==> config.mk <==
export PLATFORM = sky130hd
export DESIGN_NAME = ckg_clock_ctrl
export DESIGN_NICKNAME = d
export VERILOG_FILES = /design/src/core/ckg_pkg.sv /design/src/core/ckg_clock_ctrl.sv
export SDC_FILE = /design/constraint.sdc
export NUM_CORES = 1
export LEC_CHECK = 0
export BUFFER_PORTS_ARGS = -buffer_cell sky130_fd_sc_hd__buf_2
export CAP_MARGIN = 20
export CELL_PAD_IN_SITES_DETAIL_PLACEMENT = 1
export CELL_PAD_IN_SITES_GLOBAL_PLACEMENT = 2
export CORE_MARGIN = 1.5
export CORE_UTILIZATION = 35
export CTS_CLUSTER_DIAMETER = 120
export CTS_CLUSTER_SIZE = 12
export DETAILED_ROUTE_END_ITERATION = 16
export PLACE_DENSITY = 0.86
export SLEW_MARGIN = 20
export SYNTH_ARGS = -nofsm -noshare
export SYNTH_HDL_FRONTEND = slang
export SYNTH_SLANG_ARGS = --single-unit
==> constraint.sdc <==
create_clock -name sys_clk -period 7.96 [get_ports sys_clk]
set_clock_uncertainty 0.05 [all_clocks]
set_input_delay 0 -clock sys_clk [delete_from_list [all_inputs] [get_ports sys_clk]]
set_output_delay 0 -clock sys_clk [all_outputs]
set_load 0.005 [all_outputs]
==> src/core/ckg_pkg.sv <==
// Purpose: shared constants and carriers for the clock control block
// Assumes: 8-bit register port, 125 MHz master clock
// Notes: sleep control and status offsets sit in a free corner of the map
package ckg_pkg;

  localparam int unsigned SYS_CLK_MHZ = 125;

  // Register offsets
  localparam logic [7:0] OFF_SLEEP_CTRL = 8'h53;
  localparam logic [7:0] OFF_SLEEP_STAT = 8'h54;
  localparam logic [7:0] OFF_DIV_CTRL = 8'h61;
  localparam logic [7:0] OFF_OSC_TRIM = 8'h66;

  // Divider control fields
  localparam int unsigned DIV_CE_BIT = 7;
  localparam logic [3:0] DIV_RATIO_MAX = 4'h8;
  localparam logic [3:0] DIV_RATIO_RST = 4'h0;
  localparam logic [3:0] DIV_RATIO_FUSE = 4'h3;
  localparam logic [1:0] DIV_CE_WINDOW = 2'h3;

  // Sleep control fields
  localparam int unsigned SLP_EN_BIT = 0;
  localparam int unsigned SLP_MODE_LSB = 1;
  localparam logic [2:0] SM_IDLE = 3'h0;
  localparam logic [2:0] SM_NOISE = 3'h1;
  localparam logic [2:0] SM_PDOWN = 3'h2;
  localparam logic [2:0] SM_PSAVE = 3'h3;
  localparam logic [2:0] SM_STBY = 3'h6;
  localparam logic [2:0] SM_XSTBY = 3'h7;

  // Wake timing in master cycles
  localparam logic [7:0] STARTUP_CYC = 8'h06;
  localparam logic [2:0] WAKE_HOLD_CYC = 3'h4;

  typedef enum logic [3:0] {
    SLP_RUN = 4'b0001,
    SLP_SLEEP = 4'b0010,
    SLP_START = 4'b0100,
    SLP_HOLD = 4'b1000
  } ckg_slp_state_t;

  typedef struct packed {
    logic [7:0] addr;
    logic [7:0] wdata;
    logic wr;
    logic rd;
  } ckg_reg_req_t;

  typedef struct packed {
    logic ext_level;
    logic ext_edge;
    logic pin_change_irq;
    logic two_wire_match;
    logic watchdog_unit;
    logic async_timer;
    logic mem_ready;
    logic conv_done;
    logic other_io;
  } ckg_wake_t;

  typedef struct packed {
    logic cpu;
    logic flash;
    logic io;
    logic conv;
    logic asy;
    logic main_osc;
    logic timer_osc;
  } ckg_dom_t;

endpackage

==> src/core/ckg_clock_ctrl.sv <==
// Purpose: trim register, protected system clock divider, sleep gating
// Assumes: all inputs synchronous to sys_clk; fuses stable at reset
// Notes: divided rates leave as one-cycle enables, never as clocks
`timescale 1ns/1ns

////////////////////////////////////////////////////////////////////////////////
module ckg_clock_ctrl
  import ckg_pkg::*;
(
  input wire logic sys_clk,
  input wire logic rstn,
  input wire ckg_reg_req_t reg_req,
  output logic [7:0] reg_rdata,
  input wire logic [7:0] fuse_trim_value,
  input wire logic divide_by_eight_fuse,
  input wire logic sleep_exec,
  input wire ckg_wake_t wake_src,
  input wire logic async_timer_async,
  input wire logic brownout_sleep_req,
  output logic [7:0] osc_trim,
  output logic sys_tick,
  output ckg_dom_t dom_run,
  output logic cpu_run,
  output logic wake_irq_go,
  output logic brownout_detector_off
);

  ////////////////////////////////////////////////////////////////////////////
  // Register port decode

  logic wr_trim;
  logic wr_div;
  logic wr_slp;
  logic loaded_ff;
  logic [7:0] trim_ff;
  logic ce_ff;
  logic [1:0] ce_cnt_ff;
  logic [3:0] ratio_ff;
  logic [3:0] act_ratio_ff;
  logic pend_ff;
  logic [7:0] div_cnt_ff;
  logic [7:0] div_mask;
  logic div_hit;
  logic slp_en_ff;
  logic [2:0] slp_mode_ff;
  ckg_slp_state_t state_ff;
  ckg_slp_state_t nxt_state;
  logic [7:0] wait_cnt_ff;
  logic [7:0] rdata_ff;
  logic [7:0] nxt_rdata;
  logic mode_legal;
  logic wake_ok;
  logic wake_irq_ff;
  logic ce_write;
  logic ratio_write;

  assign wr_trim = reg_req.wr && (reg_req.addr == OFF_OSC_TRIM);
  assign wr_div = reg_req.wr && (reg_req.addr == OFF_DIV_CTRL);
  assign wr_slp = reg_req.wr && (reg_req.addr == OFF_SLEEP_CTRL);

  // Only 0x80 exactly arms the window
  assign ce_write = wr_div && (reg_req.wdata == 8'h80);
  // A ratio write is one with bit 7 low, accepted only inside the window
  assign ratio_write = wr_div && ce_ff && !reg_req.wdata[DIV_CE_BIT];

  ////////////////////////////////////////////////////////////////////////////
  // Fuses load on the first edge after release: reset takes constants only

  always_ff @(posedge sys_clk or negedge rstn) begin
    if (!rstn) begin
      loaded_ff <= 1'b0;
    end else begin
      loaded_ff <= 1'b1;
    end
  end

  ////////////////////////////////////////////////////////////////////////////
  // Oscillator trim: range and tuning are analog, only the code leaves

  always_ff @(posedge sys_clk or negedge rstn) begin
    if (!rstn) begin
      trim_ff <= 8'h00;
    end else if (!loaded_ff) begin
      trim_ff <= fuse_trim_value;
    end else if (wr_trim) begin
      trim_ff <= reg_req.wdata;
    end
  end

  assign osc_trim = trim_ff;

  ////////////////////////////////////////////////////////////////////////////
  // Change-enable window

  always_ff @(posedge sys_clk or negedge rstn) begin
    if (!rstn) begin
      ce_ff <= 1'b0;
      ce_cnt_ff <= 2'h0;
    end else if (ce_ff) begin
      // Re-arming inside the window is ignored on purpose
      if (ratio_write || (ce_cnt_ff == 2'h0)) begin
        ce_ff <= 1'b0;
      end else begin
        ce_cnt_ff <= ce_cnt_ff - 2'h1;
      end
    end else if (ce_write) begin
      ce_ff <= 1'b1;
      ce_cnt_ff <= DIV_CE_WINDOW;
    end
  end

  ////////////////////////////////////////////////////////////////////////////
  // Ratio register

  always_ff @(posedge sys_clk or negedge rstn) begin
    if (!rstn) begin
      ratio_ff <= DIV_RATIO_RST;
    end else if (!loaded_ff) begin
      ratio_ff <= divide_by_eight_fuse ? DIV_RATIO_FUSE : DIV_RATIO_RST;
    end else if (ratio_write && (reg_req.wdata[3:0] <= DIV_RATIO_MAX)) begin
      ratio_ff <= reg_req.wdata[3:0];
    end
  end

  ////////////////////////////////////////////////////////////////////////////
  // A new ratio waits for the old period to end, so no period is short

  assign div_mask = 8'((9'h001 << act_ratio_ff) - 9'h001);
  assign div_hit = ((div_cnt_ff & div_mask) == div_mask);

  always_ff @(posedge sys_clk or negedge rstn) begin
    if (!rstn) begin
      act_ratio_ff <= DIV_RATIO_RST;
      pend_ff <= 1'b0;
      div_cnt_ff <= 8'h00;
    end else if (!loaded_ff) begin
      act_ratio_ff <= divide_by_eight_fuse ? DIV_RATIO_FUSE : DIV_RATIO_RST;
      div_cnt_ff <= 8'h00;
    end else begin
      if (ratio_write && (reg_req.wdata[3:0] <= DIV_RATIO_MAX)) begin
        pend_ff <= 1'b1;
      end else if (pend_ff && div_hit) begin
        pend_ff <= 1'b0;
      end
      if (pend_ff && div_hit) begin
        act_ratio_ff <= ratio_ff;
        div_cnt_ff <= 8'h00;
      end else begin
        div_cnt_ff <= div_cnt_ff + 8'h01;
      end
    end
  end

  // Held off until fuses are in so the first tick uses the right ratio
  assign sys_tick = loaded_ff && div_hit;

  ////////////////////////////////////////////////////////////////////////////
  // Sleep control register

  always_ff @(posedge sys_clk or negedge rstn) begin
    if (!rstn) begin
      slp_en_ff <= 1'b0;
      slp_mode_ff <= SM_IDLE;
    end else if (wr_slp) begin
      slp_en_ff <= reg_req.wdata[SLP_EN_BIT];
      slp_mode_ff <= reg_req.wdata[SLP_MODE_LSB +: 3];
    end
  end

  always_comb begin
    unique case (slp_mode_ff)
      SM_IDLE, SM_NOISE, SM_PDOWN, SM_PSAVE, SM_STBY, SM_XSTBY: begin
        mode_legal = 1'b1;
      end
      default: begin
        mode_legal = 1'b0;
      end
    endcase
  end

  ////////////////////////////////////////////////////////////////////////////
  // Wake qualification per mode

  always_comb begin
    wake_ok = wake_src.ext_level || wake_src.pin_change_irq ||
              wake_src.two_wire_match || wake_src.watchdog_unit;
    unique case (slp_mode_ff)
      SM_IDLE: begin
        wake_ok = wake_ok || wake_src.ext_edge || wake_src.async_timer ||
                  wake_src.mem_ready || wake_src.conv_done ||
                  wake_src.other_io;
      end
      SM_NOISE: begin
        // Edge-mode external pins do not count outside idle
        wake_ok = wake_ok || wake_src.mem_ready || wake_src.conv_done ||
                  (wake_src.async_timer && async_timer_async);
      end
      SM_PSAVE, SM_XSTBY: begin
        wake_ok = wake_ok || wake_src.async_timer;
      end
      default: begin
        wake_ok = wake_ok;
      end
    endcase
  end

  ////////////////////////////////////////////////////////////////////////////
  // Sleep sequencer; register file and SRAM sit outside, untouched
  // rstn returns it to run and the CPU restarts from its vector

  always_comb begin
    nxt_state = state_ff;
    unique case (state_ff)
      SLP_RUN: begin
        if (sleep_exec && slp_en_ff && mode_legal) begin
          nxt_state = SLP_SLEEP;
        end
      end
      SLP_SLEEP: begin
        if (wake_ok) begin
          nxt_state = SLP_START;
        end
      end
      SLP_START: begin
        if (wait_cnt_ff == 8'h01) begin
          nxt_state = SLP_HOLD;
        end
      end
      SLP_HOLD: begin
        if (wait_cnt_ff == 8'h01) begin
          nxt_state = SLP_RUN;
        end
      end
      default: begin
        nxt_state = SLP_RUN;
      end
    endcase
  end

  always_ff @(posedge sys_clk or negedge rstn) begin
    if (!rstn) begin
      state_ff <= SLP_RUN;
    end else begin
      state_ff <= nxt_state;
    end
  end

  always_ff @(posedge sys_clk or negedge rstn) begin
    if (!rstn) begin
      wait_cnt_ff <= 8'h00;
    end else if (state_ff == SLP_SLEEP) begin
      wait_cnt_ff <= STARTUP_CYC;
    end else if ((state_ff == SLP_START) && (wait_cnt_ff == 8'h01)) begin
      wait_cnt_ff <= {5'h00, WAKE_HOLD_CYC};
    end else if (wait_cnt_ff != 8'h00) begin
      wait_cnt_ff <= wait_cnt_ff - 8'h01;
    end
  end

  // Handler start pulse once the hold ends
  always_ff @(posedge sys_clk or negedge rstn) begin
    if (!rstn) begin
      wake_irq_ff <= 1'b0;
    end else begin
      wake_irq_ff <= (state_ff == SLP_HOLD) && (wait_cnt_ff == 8'h01);
    end
  end

  assign wake_irq_go = wake_irq_ff;
  assign cpu_run = (state_ff == SLP_RUN);

  ////////////////////////////////////////////////////////////////////////////
  // Domain gating; clocks restart during start-up, CPU waits for hold end

  always_comb begin
    dom_run = '{default: 1'b1};
    if (state_ff == SLP_SLEEP) begin
      dom_run.cpu = 1'b0;
      dom_run.flash = 1'b0;
      unique case (slp_mode_ff)
        SM_IDLE: begin
          dom_run.timer_osc = async_timer_async;
        end
        SM_NOISE: begin
          dom_run.io = 1'b0;
          dom_run.asy = async_timer_async;
          dom_run.timer_osc = async_timer_async;
        end
        SM_PSAVE, SM_XSTBY: begin
          dom_run.io = 1'b0;
          dom_run.conv = 1'b0;
          dom_run.asy = async_timer_async;
          dom_run.timer_osc = async_timer_async;
          dom_run.main_osc = (slp_mode_ff == SM_XSTBY);
        end
        default: begin
          dom_run.io = 1'b0;
          dom_run.conv = 1'b0;
          dom_run.asy = 1'b0;
          dom_run.timer_osc = 1'b0;
          dom_run.main_osc = (slp_mode_ff == SM_STBY);
        end
      endcase
    end else if (state_ff != SLP_RUN) begin
      dom_run.cpu = 1'b0;
    end
  end

  assign brownout_detector_off = (state_ff == SLP_SLEEP) &&
                                 brownout_sleep_req &&
                                 (slp_mode_ff != SM_IDLE) &&
                                 (slp_mode_ff != SM_NOISE);

  ////////////////////////////////////////////////////////////////////////////
  // Read port: data valid only in the cycle after the strobe

  always_comb begin
    nxt_rdata = 8'h00;
    if (reg_req.rd) begin
      unique case (reg_req.addr)
        OFF_OSC_TRIM: nxt_rdata = trim_ff;
        OFF_DIV_CTRL: nxt_rdata = {ce_ff, 3'h0, ratio_ff};
        OFF_SLEEP_CTRL: nxt_rdata = {4'h0, slp_mode_ff, slp_en_ff};
        OFF_SLEEP_STAT: nxt_rdata = {4'h0, pend_ff, act_ratio_ff == 4'h0,
                                     state_ff == SLP_HOLD,
                                     state_ff == SLP_SLEEP};
        default: nxt_rdata = 8'h00;
      endcase
    end
  end

  always_ff @(posedge sys_clk or negedge rstn) begin
    if (!rstn) begin
      rdata_ff <= 8'h00;
    end else begin
      rdata_ff <= nxt_rdata;
    end
  end

  assign reg_rdata = rdata_ff;

endmodule

Word-level counts from Yosys, hierarchy flattened
Index checks and enable logic that the tools add are counted.

storage, ports and cells
  flip-flop bits (word level) = 54
  input port bits = 41

operators by class
  $add $sub $neg = 4
  order comparisons = 1
  equality and inequality tests = 26
  shifts and indexed selects = 1
  mux-type cells = 37
  bitwise gates (word level) = 1
  reductions and logical operators = 47

operators with widths
  kind                 count
  $mux 8               8
  $eq 8x7->1 const B   4
  $mux 4               8
  $pmux 8 s4           1
  $logic_and 1x1->1    17
  $pmux 4 s4           1
  $sub 8x1->8 const B  2
  $logic_or 1x1->1     13
  $mux 1               11
  $add 8x1->8 const B  1
  $and 8x8->8          1
  $eq 8x1->1 const B   1
  $eq 8x8->1           1
  $eq 8x8->1 const B   1
  $mux 2               4
  $ne 2x1->1 const B   4
  $ne 2x2->1 const B   4
  $reduce_bool 8->1    1
  $shl 1x4->8 const A  1
  $eq 3x2->1 const B   2
  $eq 3x3->1 const B   2
  $mux 6               1
  $reduce_bool 3->1    2
  $reduce_or 6->1      1
  21 further kinds     25

Logic depth before layout (Yosys ltp)
Gate-level depths: netlist (run 1).

  word-level depth = 11
  mapped depth = 9

Worst setup path before layout (run 1)
Ideal clock, no wire load.

  path kind = register -> register
  start point = register act_ratio_ff[3]
  end point = register pend_ff
  setup time = 0.085 ns
  arrival = 2.514 ns
  path slack = 5.311 ns
  cell stages (with the launch flop) = 9
  clock period less this slack = 2.649 ns
  cell sequence = dfrtp_1 -> buf_6 -> or4_4 -> ha_1 -> nor3_1 -> a21oi_1 -> o32ai_1 -> nor3_1 -> o22ai_1

between the ends
  word-level cells in the longest chain between the ends = 7

ends and longest elaborated chain
  what                                    RTL line               source
  start: declaration                      ckg_clock_ctrl.sv:39   logic [3:0] act_ratio_ff;
  start signal: assignment                ckg_clock_ctrl.sv:137  act_ratio_ff <= divide_by_eight_fuse ? DIV_RATIO_FUSE : DIV_RATIO_RST;
  start signal: assignment                ckg_clock_ctrl.sv:146  act_ratio_ff <= ratio_ff;
  $shl 1x4->8 (*)                         ckg_clock_ctrl.sv:128  assign div_mask = 8'((9'h001 << act_ratio_ff) - 9'h001);
  $sub 8x1->8 (*)                         ckg_clock_ctrl.sv:128
  $and 8x8->8                             ckg_clock_ctrl.sv:129  assign div_hit = ((div_cnt_ff & div_mask) == div_mask);
  $eq 8x8->1 (*)                          ckg_clock_ctrl.sv:129
  $logic_and 1x1->1 (*)                   ckg_clock_ctrl.sv:142  end else if (pend_ff && div_hit) begin
  $reduce_bool 2->1 (no source line) (*)  --
  $reduce_and 2->1 (no source line) (*)   --
  end signal: assignment                  ckg_clock_ctrl.sv:134  pend_ff <= 1'b0;
  end signal: assignment                  ckg_clock_ctrl.sv:141  pend_ff <= 1'b1;
  end signal: assignment                  ckg_clock_ctrl.sv:143  pend_ff <= 1'b0;
  end: declaration                        ckg_clock_ctrl.sv:40   logic pend_ff;

Every way passes the cells marked *; elsewhere a longest branch is shown, timed or not.
A chain may end at the register's enable or synchronous reset.

Final worst setup path (run 1)
  start point = register act_ratio_ff[3]
  end point = output port sys_tick

between the ends
  word-level cells in the longest chain between the ends = 5

ends and longest elaborated chain
  what                   RTL line               source
  $shl 1x4->8 (*)        ckg_clock_ctrl.sv:128
  $sub 8x1->8 (*)        ckg_clock_ctrl.sv:128
  $and 8x8->8            ckg_clock_ctrl.sv:129
  $eq 8x8->1 (*)         ckg_clock_ctrl.sv:129
  $logic_and 1x1->1 (*)  ckg_clock_ctrl.sv:155  assign sys_tick = loaded_ff && div_hit;
  end: declaration       ckg_clock_ctrl.sv:21   output logic sys_tick,

Marked as above.

==> results of run 1 <==
==> where the power goes <==
group	switching [mW]	leakage [nW]	internal, mW
Combinational	0.103	0.922	0.0910
Sequential	0.0418	0.694	0.310
Clock	0.0902	0.0482	0.0706
Total	0.235	1.66	0.472
==> layer usage <==
metal  global-route usage  up-vias
met5                    0        -
met4               0.0622        0
met3               0.0303       12
met2                0.342       60
met1                0.245     1349
li1                     -     1310
==> cells by family after synthesis <==
kind of cell             after synthesis  share of synthesized area
AO/OA/AOI/OAI                         64                      0.152
XOR/XNOR                              14                     0.0412
adder cells (fa/ha/maj)                5                     0.0210
buffers and inverters                 21                     0.0311
flip-flops                            54                      0.454
multiplexers                          17                     0.0593
other                                  1                    0.00126
AND/OR/NAND/NOR                      133                      0.240
==> stage by stage <==
step,std cells,cell area [um^2],utilization,power [mW]
finish,502,3700,0.451,0.707
global route,502,3700,0.451,0.758
CTS,502,3700,0.450,0.714
detailed placement,474,3410,0.415,0.544
global placement,474,3410,0.415,0.535
floorplan,309,2980,-,0.478
==> synth_stat cells, types with 6 or more instances <==
cell,count
sky130_fd_sc_hd__mux2i_1,12
sky130_fd_sc_hd__nor2_1,45
sky130_fd_sc_hd__nand3_1,11
sky130_fd_sc_hd__nand2_1,16
sky130_fd_sc_hd__xnor2_1,7
sky130_fd_sc_hd__dfrtp_1,53
sky130_fd_sc_hd__and3_1,6
sky130_fd_sc_hd__xor2_1,7
sky130_fd_sc_hd__o31ai_1,6
sky130_fd_sc_hd__inv_1,12
sky130_fd_sc_hd__nor3_1,12
sky130_fd_sc_hd__a21oi_1,20
==> critical path, cell delays in order, from the launching register on <==
cell and delay, ns:
sky130_fd_sc_hd__dfrtp_1 0.50, sky130_fd_sc_hd__or4_4 0.60, sky130_fd_sc_hd__ha_1 0.27, sky130_fd_sc_hd__nor3_1 0.21, sky130_fd_sc_hd__a21oi_1 0.09, sky130_fd_sc_hd__o32ai_1 0.80, sky130_fd_sc_hd__nor3_1 0.16, sky130_fd_sc_hd__buf_2 0.18
==> final cells by class <==
class	count	area, um^2
repair buffers	88	543
inverters	13	48.8
clock buffers	7	86.3
flip-flops and latches	54	1350
multi-input cells	234	1540
well taps	105	131
clock inverters	1	5.00
fillers	954	4510
==> layout by cell type, fill, tap and decap left out, types with 6 or more instances in the layout <==
cell,instances
sky130_fd_sc_hd__a21oi_1,20
sky130_fd_sc_hd__dlygate4sd3_1,20
sky130_fd_sc_hd__dfrtp_1,53
sky130_fd_sc_hd__and3_1,6
sky130_fd_sc_hd__xor2_1,7
sky130_fd_sc_hd__nor2_1,45
sky130_fd_sc_hd__mux2i_1,12
sky130_fd_sc_hd__xnor2_1,7
sky130_fd_sc_hd__o31ai_1,6
sky130_fd_sc_hd__clkbuf_8,6
sky130_fd_sc_hd__nand2_1,16
sky130_fd_sc_hd__inv_1,12
sky130_fd_sc_hd__buf_2,67
sky130_fd_sc_hd__nand3_1,11
sky130_fd_sc_hd__nor3_1,12
==> worst max path at each step <==
stage / endpoint / slack, ns / depth (start not counted)
finish: sys_tick / 4.80 / 7
floorplan: pend_ff$_DFFE_PN0P_ / 5.31 / 8
CTS: sys_tick / 4.81 / 7
global route: sys_tick / 4.55 / 7
detailed placement: div_cnt_ff[2]$_DFF_PN0_ / 5.03 / 7
global placement: div_cnt_ff[7]$_DFF_PN0_ / 5.12 / 7
==> sequential cells by signal, summed over array words and instances, names as in the netlist <==
register      cells
osc_trim          8
ce_cnt_ff         2
ratio_ff          4
div_cnt_ff        8
wake_irq_go       1
ce_ff             1
wait_cnt_ff       8
reg_rdata         8
pend_ff           1
slp_en_ff         1
act_ratio_ff      4
state_ff          4
slp_mode_ff       3
loaded_ff         1
==> timing repair <==
action	in CTS	in global routing
gates resized for setup	0	0
hold buffers	20	0
buffers inserted	0	0
hold endpoints to repair	71	0
==> reports/results.tsv, run 1 <==
metric	value	unit
outcome	finished clean	
worstReg2RegEnd	div_cnt_ff[4]$_DFF_PN0_	
max_transition_viols_final	0	
synth_warnings	0	
synth-edff-count	0	
synth.yosys.seq_area_share	0.454	
ant_nets	0	
worst_skew_pair.late_latency	0.30	ns
vias_per_cell	5.44	
initial_core_util	0.362	
clk_pin_slew	0.10	ns
maxClockFrequency	316	MHz
detailedRoute.firstPassIterationCount	4	
unique_cell_type_count_in_the_yosys_netlist	59	
max_slew.worst_pin.slew	0.926	ns
cts-buffers-inserted	5	
num_io_pins	68	
rsz0062_at_grt	false	
netlist.top_cell.by_area	sky130_fd_sc_hd__dfrtp_1	
globalRoute.totalOverflow	0	
setup-violations-final	0	
startpoint_of_the_worst_setup_timing_path	act_ratio_ff[3]$_DFFE_PN0P_	
dieWidth	95.2	um
relative_slew_slack	0.381	
largest_net_degree_at_the_start_of_global_routing	55	
drtIter0Drc	106	
ws_path_type	reg -> out	
first_global_vias	2883	
regToRegSetupSlack	4.97	ns
cp.arrival	3.11	ns
io_buffer_count	67	
wl_met1	3.67	mm
cts.sink_count	54	
h-tree-depth	2	
path_max_fanout	10	
hp-start	reg_req[0]	
wirelength_routed	8.12	mm
synth-main-ff-cell	sky130_fd_sc_hd__dfrtp_1	
post-synth-top-area-fraction	0.446	
cts_root_buf	sky130_fd_sc_hd__clkbuf_8	
worstHoldPathType	in -> reg	
pre_cts_ws	5.03	ns
flow.area_growth_from_synthesis	24.4	%
synth_area_leaders	sky130_fd_sc_hd__dfrtp_1 (45%), sky130_fd_sc_hd__nor2_1 (5.7%), sky130_fd_sc_hd__mux2i_1 (4.0%), sky130_fd_sc_hd__a21oi_1 (3.4%), sky130_fd_sc_hd__ha_1 (2.1%)	
insertedDiodeCount	0	
final.setup.worst_slack	4.80	ns
synth_async_sr_flop_share	1.00	
synth.cell_area	2980	um^2
wire_per_inst	16.2	um
worst_setup_path_end_kind	primary output	
finalHoldViolCount	0	
std_cell_rows	33	
drive_above_1_share	0.227	
fin_nets	442	
layout_worst_path_cycle_share	0.397	
drt_drc_violations_left	0	
antenna_found_initial	0	
r2r_cells	7	
cts.path.max_buffers	2	
critical_path_required	7.91	ns
grt_first_pass_wirelength	13.9	mm
ys_seq_elements	54	
crit-reg2reg-launch	act_ratio_ff[3]$_DFFE_PN0P_	
dr.max_layer_used	met4	
power.density_cell_area	191	nW/um^2
total_length_of_routed_met2_wires	4.05	mm
worst_setup_path_start_kind	flop	
globalplace.congestion	0.822	
worstHoldPathCells	3	
met3_length	221	um
die_h	95.2	um
grt_usage	0.195	
syn_area_per_cell	9.63	um^2
cell_count_after_synthesis	309	
syn-num-nets	355	
fin_worst_hold_slack	0.0143	ns
max_cap_violations	0	
place_hpwl	5.92	mm
vias	2731	
die-area	9070	um^2
peakVddDrop	0.0950	mV
pleak	1.66	nW
fin_setup_tns	0	ns
core_area	8220	um^2
cts_tree	yes	
timing.hold.worst_endpoint	reg_rdata[1]$_DFF_PN0_	
final.min_clock_period	3.16	ns
Note: power is estimated with default switching activity, not from simulation.
==> inputs of run 2 (changes only) <==
Settings changed: CORE_UTILIZATION 35 to 30, PLACE_DENSITY 0.86 to 0.78.
Clock period 7.96 ns to 2.8 ns, I/O delays scaled along.
==> run 2 against run 1 <==
Effect of this change:
- power rose to 2.9 times the previous value
- flip-flop and latch count unchanged
- count of clock-buffer cells in the layout down 1
- global-route usage down 2.2 points
- combinational power rose to 3.0 times the previous value
- critical path depth down 1
- via count down 0.33%
- sequential share of layout area down 0.99 points
- core utilization down 5.7 points
- non-clock buffer count up 9
- cell count up 7.4%
- critical path type is now reg -> reg
- largest power group unchanged
==> reports/results.tsv, run 2 (synthesis results as in run 1) <==
metric	value	unit	change
worst_setup_path_end_kind	flop		
finalHoldViolCount	0		unchanged
cts_tree	yes		
worst_skew_pair.late_latency	0.30	ns	about the same
place_hpwl	6.29	mm	+6.3%
first_global_vias	2914		+1.1%
pleak	1.71	nW	+2.6%
cp.arrival	2.73	ns	-0.38 ns
outcome	finished clean		
final.min_clock_period	2.60	ns	
timing.critical_path.buf_inv	0		-1
drive_above_1_share	0.251		+0.0245
post-cts-setup-buffers	0		unchanged
globalplace.congestion	0.751		-8.7%
worst_setup_path_start_kind	flop		
wire_per_inst	15.6	um	-3.5%
timing.critical_path.cells	or4_4 > ha_1 > nor2_1 > or4_1 > o31ai_4 > nor2_1		
core_area	9680	um^2	+18%
peakVddDrop	0.186	mV	+96%
maxClockFrequency	385	MHz	
die-area	10500	um^2	+16%
vias	2722		-0.33%
insertedDiodeCount	0		unchanged
crit_slowest_cell	sky130_fd_sc_hd__or4_1		
drt_drc_violations_left	0		unchanged
worstHoldPathType	in -> reg		
largest_net_degree_at_the_start_of_global_routing	43		-22%
fin_setup_tns	0	ns	unchanged
layout.cells.most_common	sky130_fd_sc_hd__buf_2		
wirelength_routed	8.41	mm	+3.6%
cts.sink_count	54		unchanged
max_cap_violations	0		unchanged
cts-buffers-inserted	5		unchanged
antenna_found_initial	0		unchanged
fin_worst_hold_slack	0.0114	ns	-0.00286 ns
cts_root_buf	sky130_fd_sc_hd__clkbuf_8		
std_cell_rows	36		+9.1%
vias_per_cell	5.05		-7.2%
grt_usage	0.173		-0.0222
ant_nets	0		unchanged
path_max_fanout	8		-2
cts.path.max_buffers	2		unchanged
clk_pin_slew	0.10	ns	about the same
flow.area_growth_from_synthesis	28.0	%	
max_transition_viols_final	0		unchanged
globalRoute.totalOverflow	0		unchanged
grt_first_pass_wirelength	14.2	mm	+2.2%
h-tree-depth	2		unchanged
max_slew.worst_pin.slew	0.967	ns	+0.0403 ns
fin_nets	451		+2.0%
relative_slew_slack	0.356		-0.0253
ws_path_type	reg -> reg		
setup-violations-final	0		unchanged
detailedRoute.firstPassIterationCount	4		unchanged
die_h	103	um	+7.8%
drtIter0Drc	94		-11%
critPathMaxStageDelay	0.64	ns	-0.16 ns
rsz0062_at_grt	false		
most-common-layout-cells	sky130_fd_sc_hd__buf_2 (67), sky130_fd_sc_hd__dfrtp_1 (52), sky130_fd_sc_hd__nor2_1 (45)		
io_buffer_count	67		unchanged
critical_path_required	2.93	ns	-4.98 ns
num_io_pins	68		unchanged
dieWidth	103	um	+7.8%
initial_core_util	0.307		-0.0549
worst_path_most_repeated_cell	sky130_fd_sc_hd__nor2_1		
power.density_cell_area	533	nW/um^2	+180%
cpLargestDelayFamily	simple AND/OR/NAND/NOR gates		
layout_worst_path_cycle_share	0.928		
==> run 2: layout make-up <==
cell class / count / area (um^2)
sequential: 54 / 1350
clock inverter: 2 / 12.5
clock buffer: 6 / 82.6
timing repair buffer: 97 / 608
inverter: 13 / 48.8
fill: 1141 / 5880
tap: 133 / 166
multi-input combinational: 234 / 1540
==> run 2: metal layers <==
metal,track usage,part of all wire,up-vias
li1,-,-,1322
met1,0.224,0.46,1341
met2,0.308,0.50,57
met3,0.0264,0.036,2
met4,0.0348,0.0037,0
met5,0,0,-
==> run 2: metrics by stage <==
step	instance area (um^2)	setup WS, ns	utilization	total power, mW	instances
2_1_floorplan	2980	0.151	-	1.36	309
4_1_cts	3800	0.167	0.393	2.06	539
3_5_place_dp	3520	0.197	0.363	1.56	512
5_1_grt	3810	0.0473	0.393	2.18	539
3_3_place_gp	3520	0.240	0.363	1.54	512
6_report	3810	0.202	0.393	2.03	539
==> run 2: worst paths after layout <==
check                                                  from                  endpoint  slack (ns)  depth (start not counted)
worst min register to register     ce_cnt_ff[0]$_DFFE_PN0P_  ce_cnt_ff[0]$_DFFE_PN0P_        0.44                          1
worst max register to register  act_ratio_ff[3]$_DFFE_PN0P_   div_cnt_ff[5]$_DFF_PN0_        0.20                          6
worst max-delay path            act_ratio_ff[3]$_DFFE_PN0P_   div_cnt_ff[5]$_DFF_PN0_        0.20                          6
max in group asynchronous                              rstn   div_cnt_ff[6]$_DFF_PN0_        1.69                          3
min in group asynchronous                              rstn   osc_trim[4]$_DFFE_PN0P_        0.32                          2
worst min-delay path                     fuse_trim_value[0]   osc_trim[0]$_DFFE_PN0P_        0.01                          3
==> run 2: where the power goes <==
group	switching, mW	total, mW	internal, mW	leakage [nW]
clock network	0.260	0.460	0.200	0.0472
logic	0.310	0.581	0.271	0.969
registers	0.107	0.988	0.882	0.692
==> run 2: worst reg2reg max path: stages (launching register included) <==
cell                      delay [ns]
sky130_fd_sc_hd__dfrtp_1        0.39
sky130_fd_sc_hd__or4_4          0.56
sky130_fd_sc_hd__ha_1           0.30
sky130_fd_sc_hd__nor2_1         0.06
sky130_fd_sc_hd__or4_1          0.64
sky130_fd_sc_hd__o31ai_4        0.39
sky130_fd_sc_hd__nor2_1         0.09
==> run 2: repair_timing <==
item,in CTS,in global routing
setup endpoints to repair,0,1
hold buffers,19,0
resized for setup,0,2
hold endpoints to repair,56,0
==> inputs of run 3 (changes only) <==
Settings changed: ABC_AREA set to 1, CORE_MARGIN 1.5 to 5, CORE_UTILIZATION 30 to 27.
==> run 3 against run 2 <==
Effect of this change:
- worst hold slack got worse by 0.0020 ns
- largest cell class is now flip-flops and latches
- flip-flop and latch count unchanged
- count of clock-buffer cells in the layout decreased by 1
- non-clock buffer count decreased by 7
- wire length increased by 2.8%
- sequential power decreased by 2%
==> reports/results.tsv, run 3 <==
metric	value	unit	change
post-synth-top-area-fraction	0.453		+0.00704
peakVddDrop	0.234	mV	+26%
power.density_cell_area	574	nW/um^2	+7.7%
cts_tree	yes		
synth_area_leaders	sky130_fd_sc_hd__dfrtp_1 (45%), sky130_fd_sc_hd__nand2_1 (13%), sky130_fd_sc_hd__nor2_1 (7.7%), sky130_fd_sc_hd__inv_1 (7.4%), sky130_fd_sc_hd__o21ai_0 (5.1%)		
globalRoute.totalOverflow	0		unchanged
synth.cell_area	2930	um^2	-1.6%
post_dp_cell_area	3430	um^2	-2.5%
total_power	2.15	mW	+6.0%
synthMostInstantiatedCell	sky130_fd_sc_hd__nand2_1		
path_max_fanout	6		-2
synth-edff-count	0		unchanged
cts.path.max_buffers	2		unchanged
globalplace.congestion	0.814		+8.4%
vias	2882		+5.9%
ys_seq_elements	54		unchanged
maxClockFrequency	465	MHz	+21%
netlist.top_cell.by_area	sky130_fd_sc_hd__dfrtp_1		
grt_usage	0.138		-0.0351
wire_per_inst	13.8	um	-12%
drtIter0Drc	113		+20%
drt_drc_violations_left	0		unchanged
fin_nets	534		+18%
relative_slew_slack	0.639		+0.283
unique_cell_type_count_in_the_yosys_netlist	30		-49%
initial_core_util	0.273		-0.0347
std_cell_rows	38		+5.6%
layout.cells.most_common	sky130_fd_sc_hd__nand2_1		
vias_per_cell	4.58		-9.3%
finalHoldViolCount	0		unchanged
pleak	1.92	nW	+12%
crit_slowest_cell	sky130_fd_sc_hd__dfrtp_1		
max_slew.worst_pin.slew	0.542	ns	-0.425 ns
cts-buffers-inserted	5		unchanged
largest_net_degree_at_the_start_of_global_routing	35		-19%
flow.area_growth_from_synthesis	27.9	%	about the same
final.min_clock_period	2.15	ns	-0.447 ns
timing.critical_path.cells	nor2_2 > nand2_1 > ha_1 > nor2_1 > nor2_1 > nand2_1 > nor2_1 > nand2_1 > nor2_2 > nand2_1 > nor2_1 > buf_2		
h-tree-depth	2		unchanged
yosys-top-cells-count	sky130_fd_sc_hd__nand2_1 (103), sky130_fd_sc_hd__nor2_1 (60), sky130_fd_sc_hd__inv_1 (58)		
cts.sink_count	54		unchanged
detailedRoute.firstPassIterationCount	4		unchanged
core_area	10700	um^2	+11%
critPathMaxStageDelay	0.42	ns	-0.22 ns
synth.yosys.seq_area_share	0.462		+0.00718
cp.arrival	2.10	ns	-0.63 ns
setup-violations-final	0		unchanged
most-common-layout-cells	sky130_fd_sc_hd__nand2_1 (103), sky130_fd_sc_hd__buf_2 (67), sky130_fd_sc_hd__nor2_1 (60)		
drive_above_1_share	0.192		-0.0590
synth_warnings	0		unchanged
clk_pin_slew	0.10	ns	about the same
postLayoutCellArea	3750	um^2	-1.6%
worstHoldPathType	in -> reg		
cts_root_buf	sky130_fd_sc_hd__clkbuf_8		
max_transition_viols_final	0		unchanged
synth_async_sr_flop_share	1.00		unchanged
grt_first_pass_wirelength	14.5	mm	+2.1%
worst_setup_path_start_kind	flop		
num_io_pins	68		unchanged
insertedDiodeCount	0		unchanged
wirelength_routed	8.65	mm	+2.8%
worst_skew_pair.late_latency	0.30	ns	about the same
dieWidth	114	um	+11%
fin_setup_tns	0	ns	unchanged
antenna_found_initial	0		unchanged
rsz0062_at_grt	false		
syn_area_per_cell	7.42	um^2	-23%
layout_worst_path_cycle_share	0.768		-0.160
die_h	114	um	+11%
die-area	13000	um^2	+24%
synth-main-ff-cell	sky130_fd_sc_hd__dfrtp_1		
ctsResizeCount	0		unchanged
critical_path_required	2.75	ns	-0.18 ns
ant_nets	0		unchanged
worst_setup_path_end_kind	primary output		
ws_path_type	reg -> out		
place_hpwl	6.89	mm	+9.5%
outcome	finished clean		
first_global_vias	3061		+5.0%
max_cap_violations	0		unchanged
io_buffer_count	67		unchanged
syn-num-nets	441		+24%
cell_count_after_synthesis	395		+28%
==> run 3: metal layers <==
layer / up-vias / global-route usage / part of all wire
met1: 1408 / 0.168 / 0.43
li1: 1426 / - / -
met4: 0 / 0.0253 / 0.0099
met5: - / 0 / 0
met3: 6 / 0.0206 / 0.032
met2: 42 / 0.259 / 0.53
==> run 3: cells by family (layout without fill, tap and decap cells) <==
logic type	Yosys count	after routing	synth area share
simple gates	214	214	0.316
compound gates	53	53	0.0999
flops	54	54	0.462
other cells	1	1	0.00128
xor+xnor	5	5	0.0149
fa+ha+maj	5	5	0.0213
buf+inv	63	157	0.0850
==> run 3: final cells by class <==
cell class / count / area [um^2]
Fill cell: 1387 / 7000
Timing Repair Buffer: 90 / 561
Clock buffer: 5 / 68.8
Multi-Input combinational cell: 278 / 1330
Sequential cell: 54 / 1350
Clock inverter: 3 / 40.0
Inverter: 59 / 221
Tap cell: 140 / 175
==> run 3: per-stage QoR <==
stage | setup slack (ns) | instances | hold slack (ns) | util
2_1_floorplan | 0.980 | 395 | -0.346 | -
3_3_place_gp | 0.795 | 600 | -0.0515 | 0.319
3_5_place_dp | 0.721 | 600 | -0.0312 | 0.319
4_1_cts | 0.607 | 629 | 0.00520 | 0.349
5_1_grt | 0.373 | 629 | 0.0330 | 0.349
6_report | 0.649 | 629 | 0.00946 | 0.349
==> run 3: worst max-delay path, delay by kind of cell (launching register included) <==
| family | cells | cell delay (ns) |
|---|---|---|
| flip-flops | 1 | 0.42 |
| adder cells (fa/ha/maj) | 1 | 0.29 |
| buffers and inverters | 1 | 0.12 |
| AND/OR/NAND/NOR | 10 | 0.97 |
==> run 3: path summary, 6_finish.rpt <==
kind / startpoint / end / slack [ns] / cells after the start
min in group asynchronous: rstn / state_ff[1]$_DFFE_PN0P_ / 0.16 / 2
worst min register to register: div_cnt_ff[0]$_DFF_PN0_ / div_cnt_ff[0]$_DFF_PN0_ / 0.46 / 1
worst max-delay path: act_ratio_ff[3]$_DFFE_PN0P_ / sys_tick / 0.65 / 12
worst max register to register: act_ratio_ff[3]$_DFFE_PN0P_ / act_ratio_ff[1]$_DFFE_PN0P_ / 0.73 / 13
worst min-delay path: divide_by_eight_fuse / ratio_ff[1]$_DFFE_PN0P_ / 0.009 / 5
max in group asynchronous: rstn / pend_ff$_DFFE_PN0P_ / 1.68 / 3
==> run 3: repair_timing <==
| item | 4_1_cts | 5_1_grt |
|---|---|---|
| buffers inserted | 0 | 0 |
| hold buffers | 21 | 0 |
| endpoints found under the hold margin | 44 | 0 |
==> run 3: where the power goes <==
| part | switching [mW] | internal (mW) | leakage [nW] |
|---|---|---|---|
| sequential | 0.0803 | 0.892 | 0.687 |
| clock | 0.260 | 0.264 | 0.0579 |
| combinational | 0.400 | 0.254 | 1.17 |
| total | 0.740 | 1.41 | 1.92 |
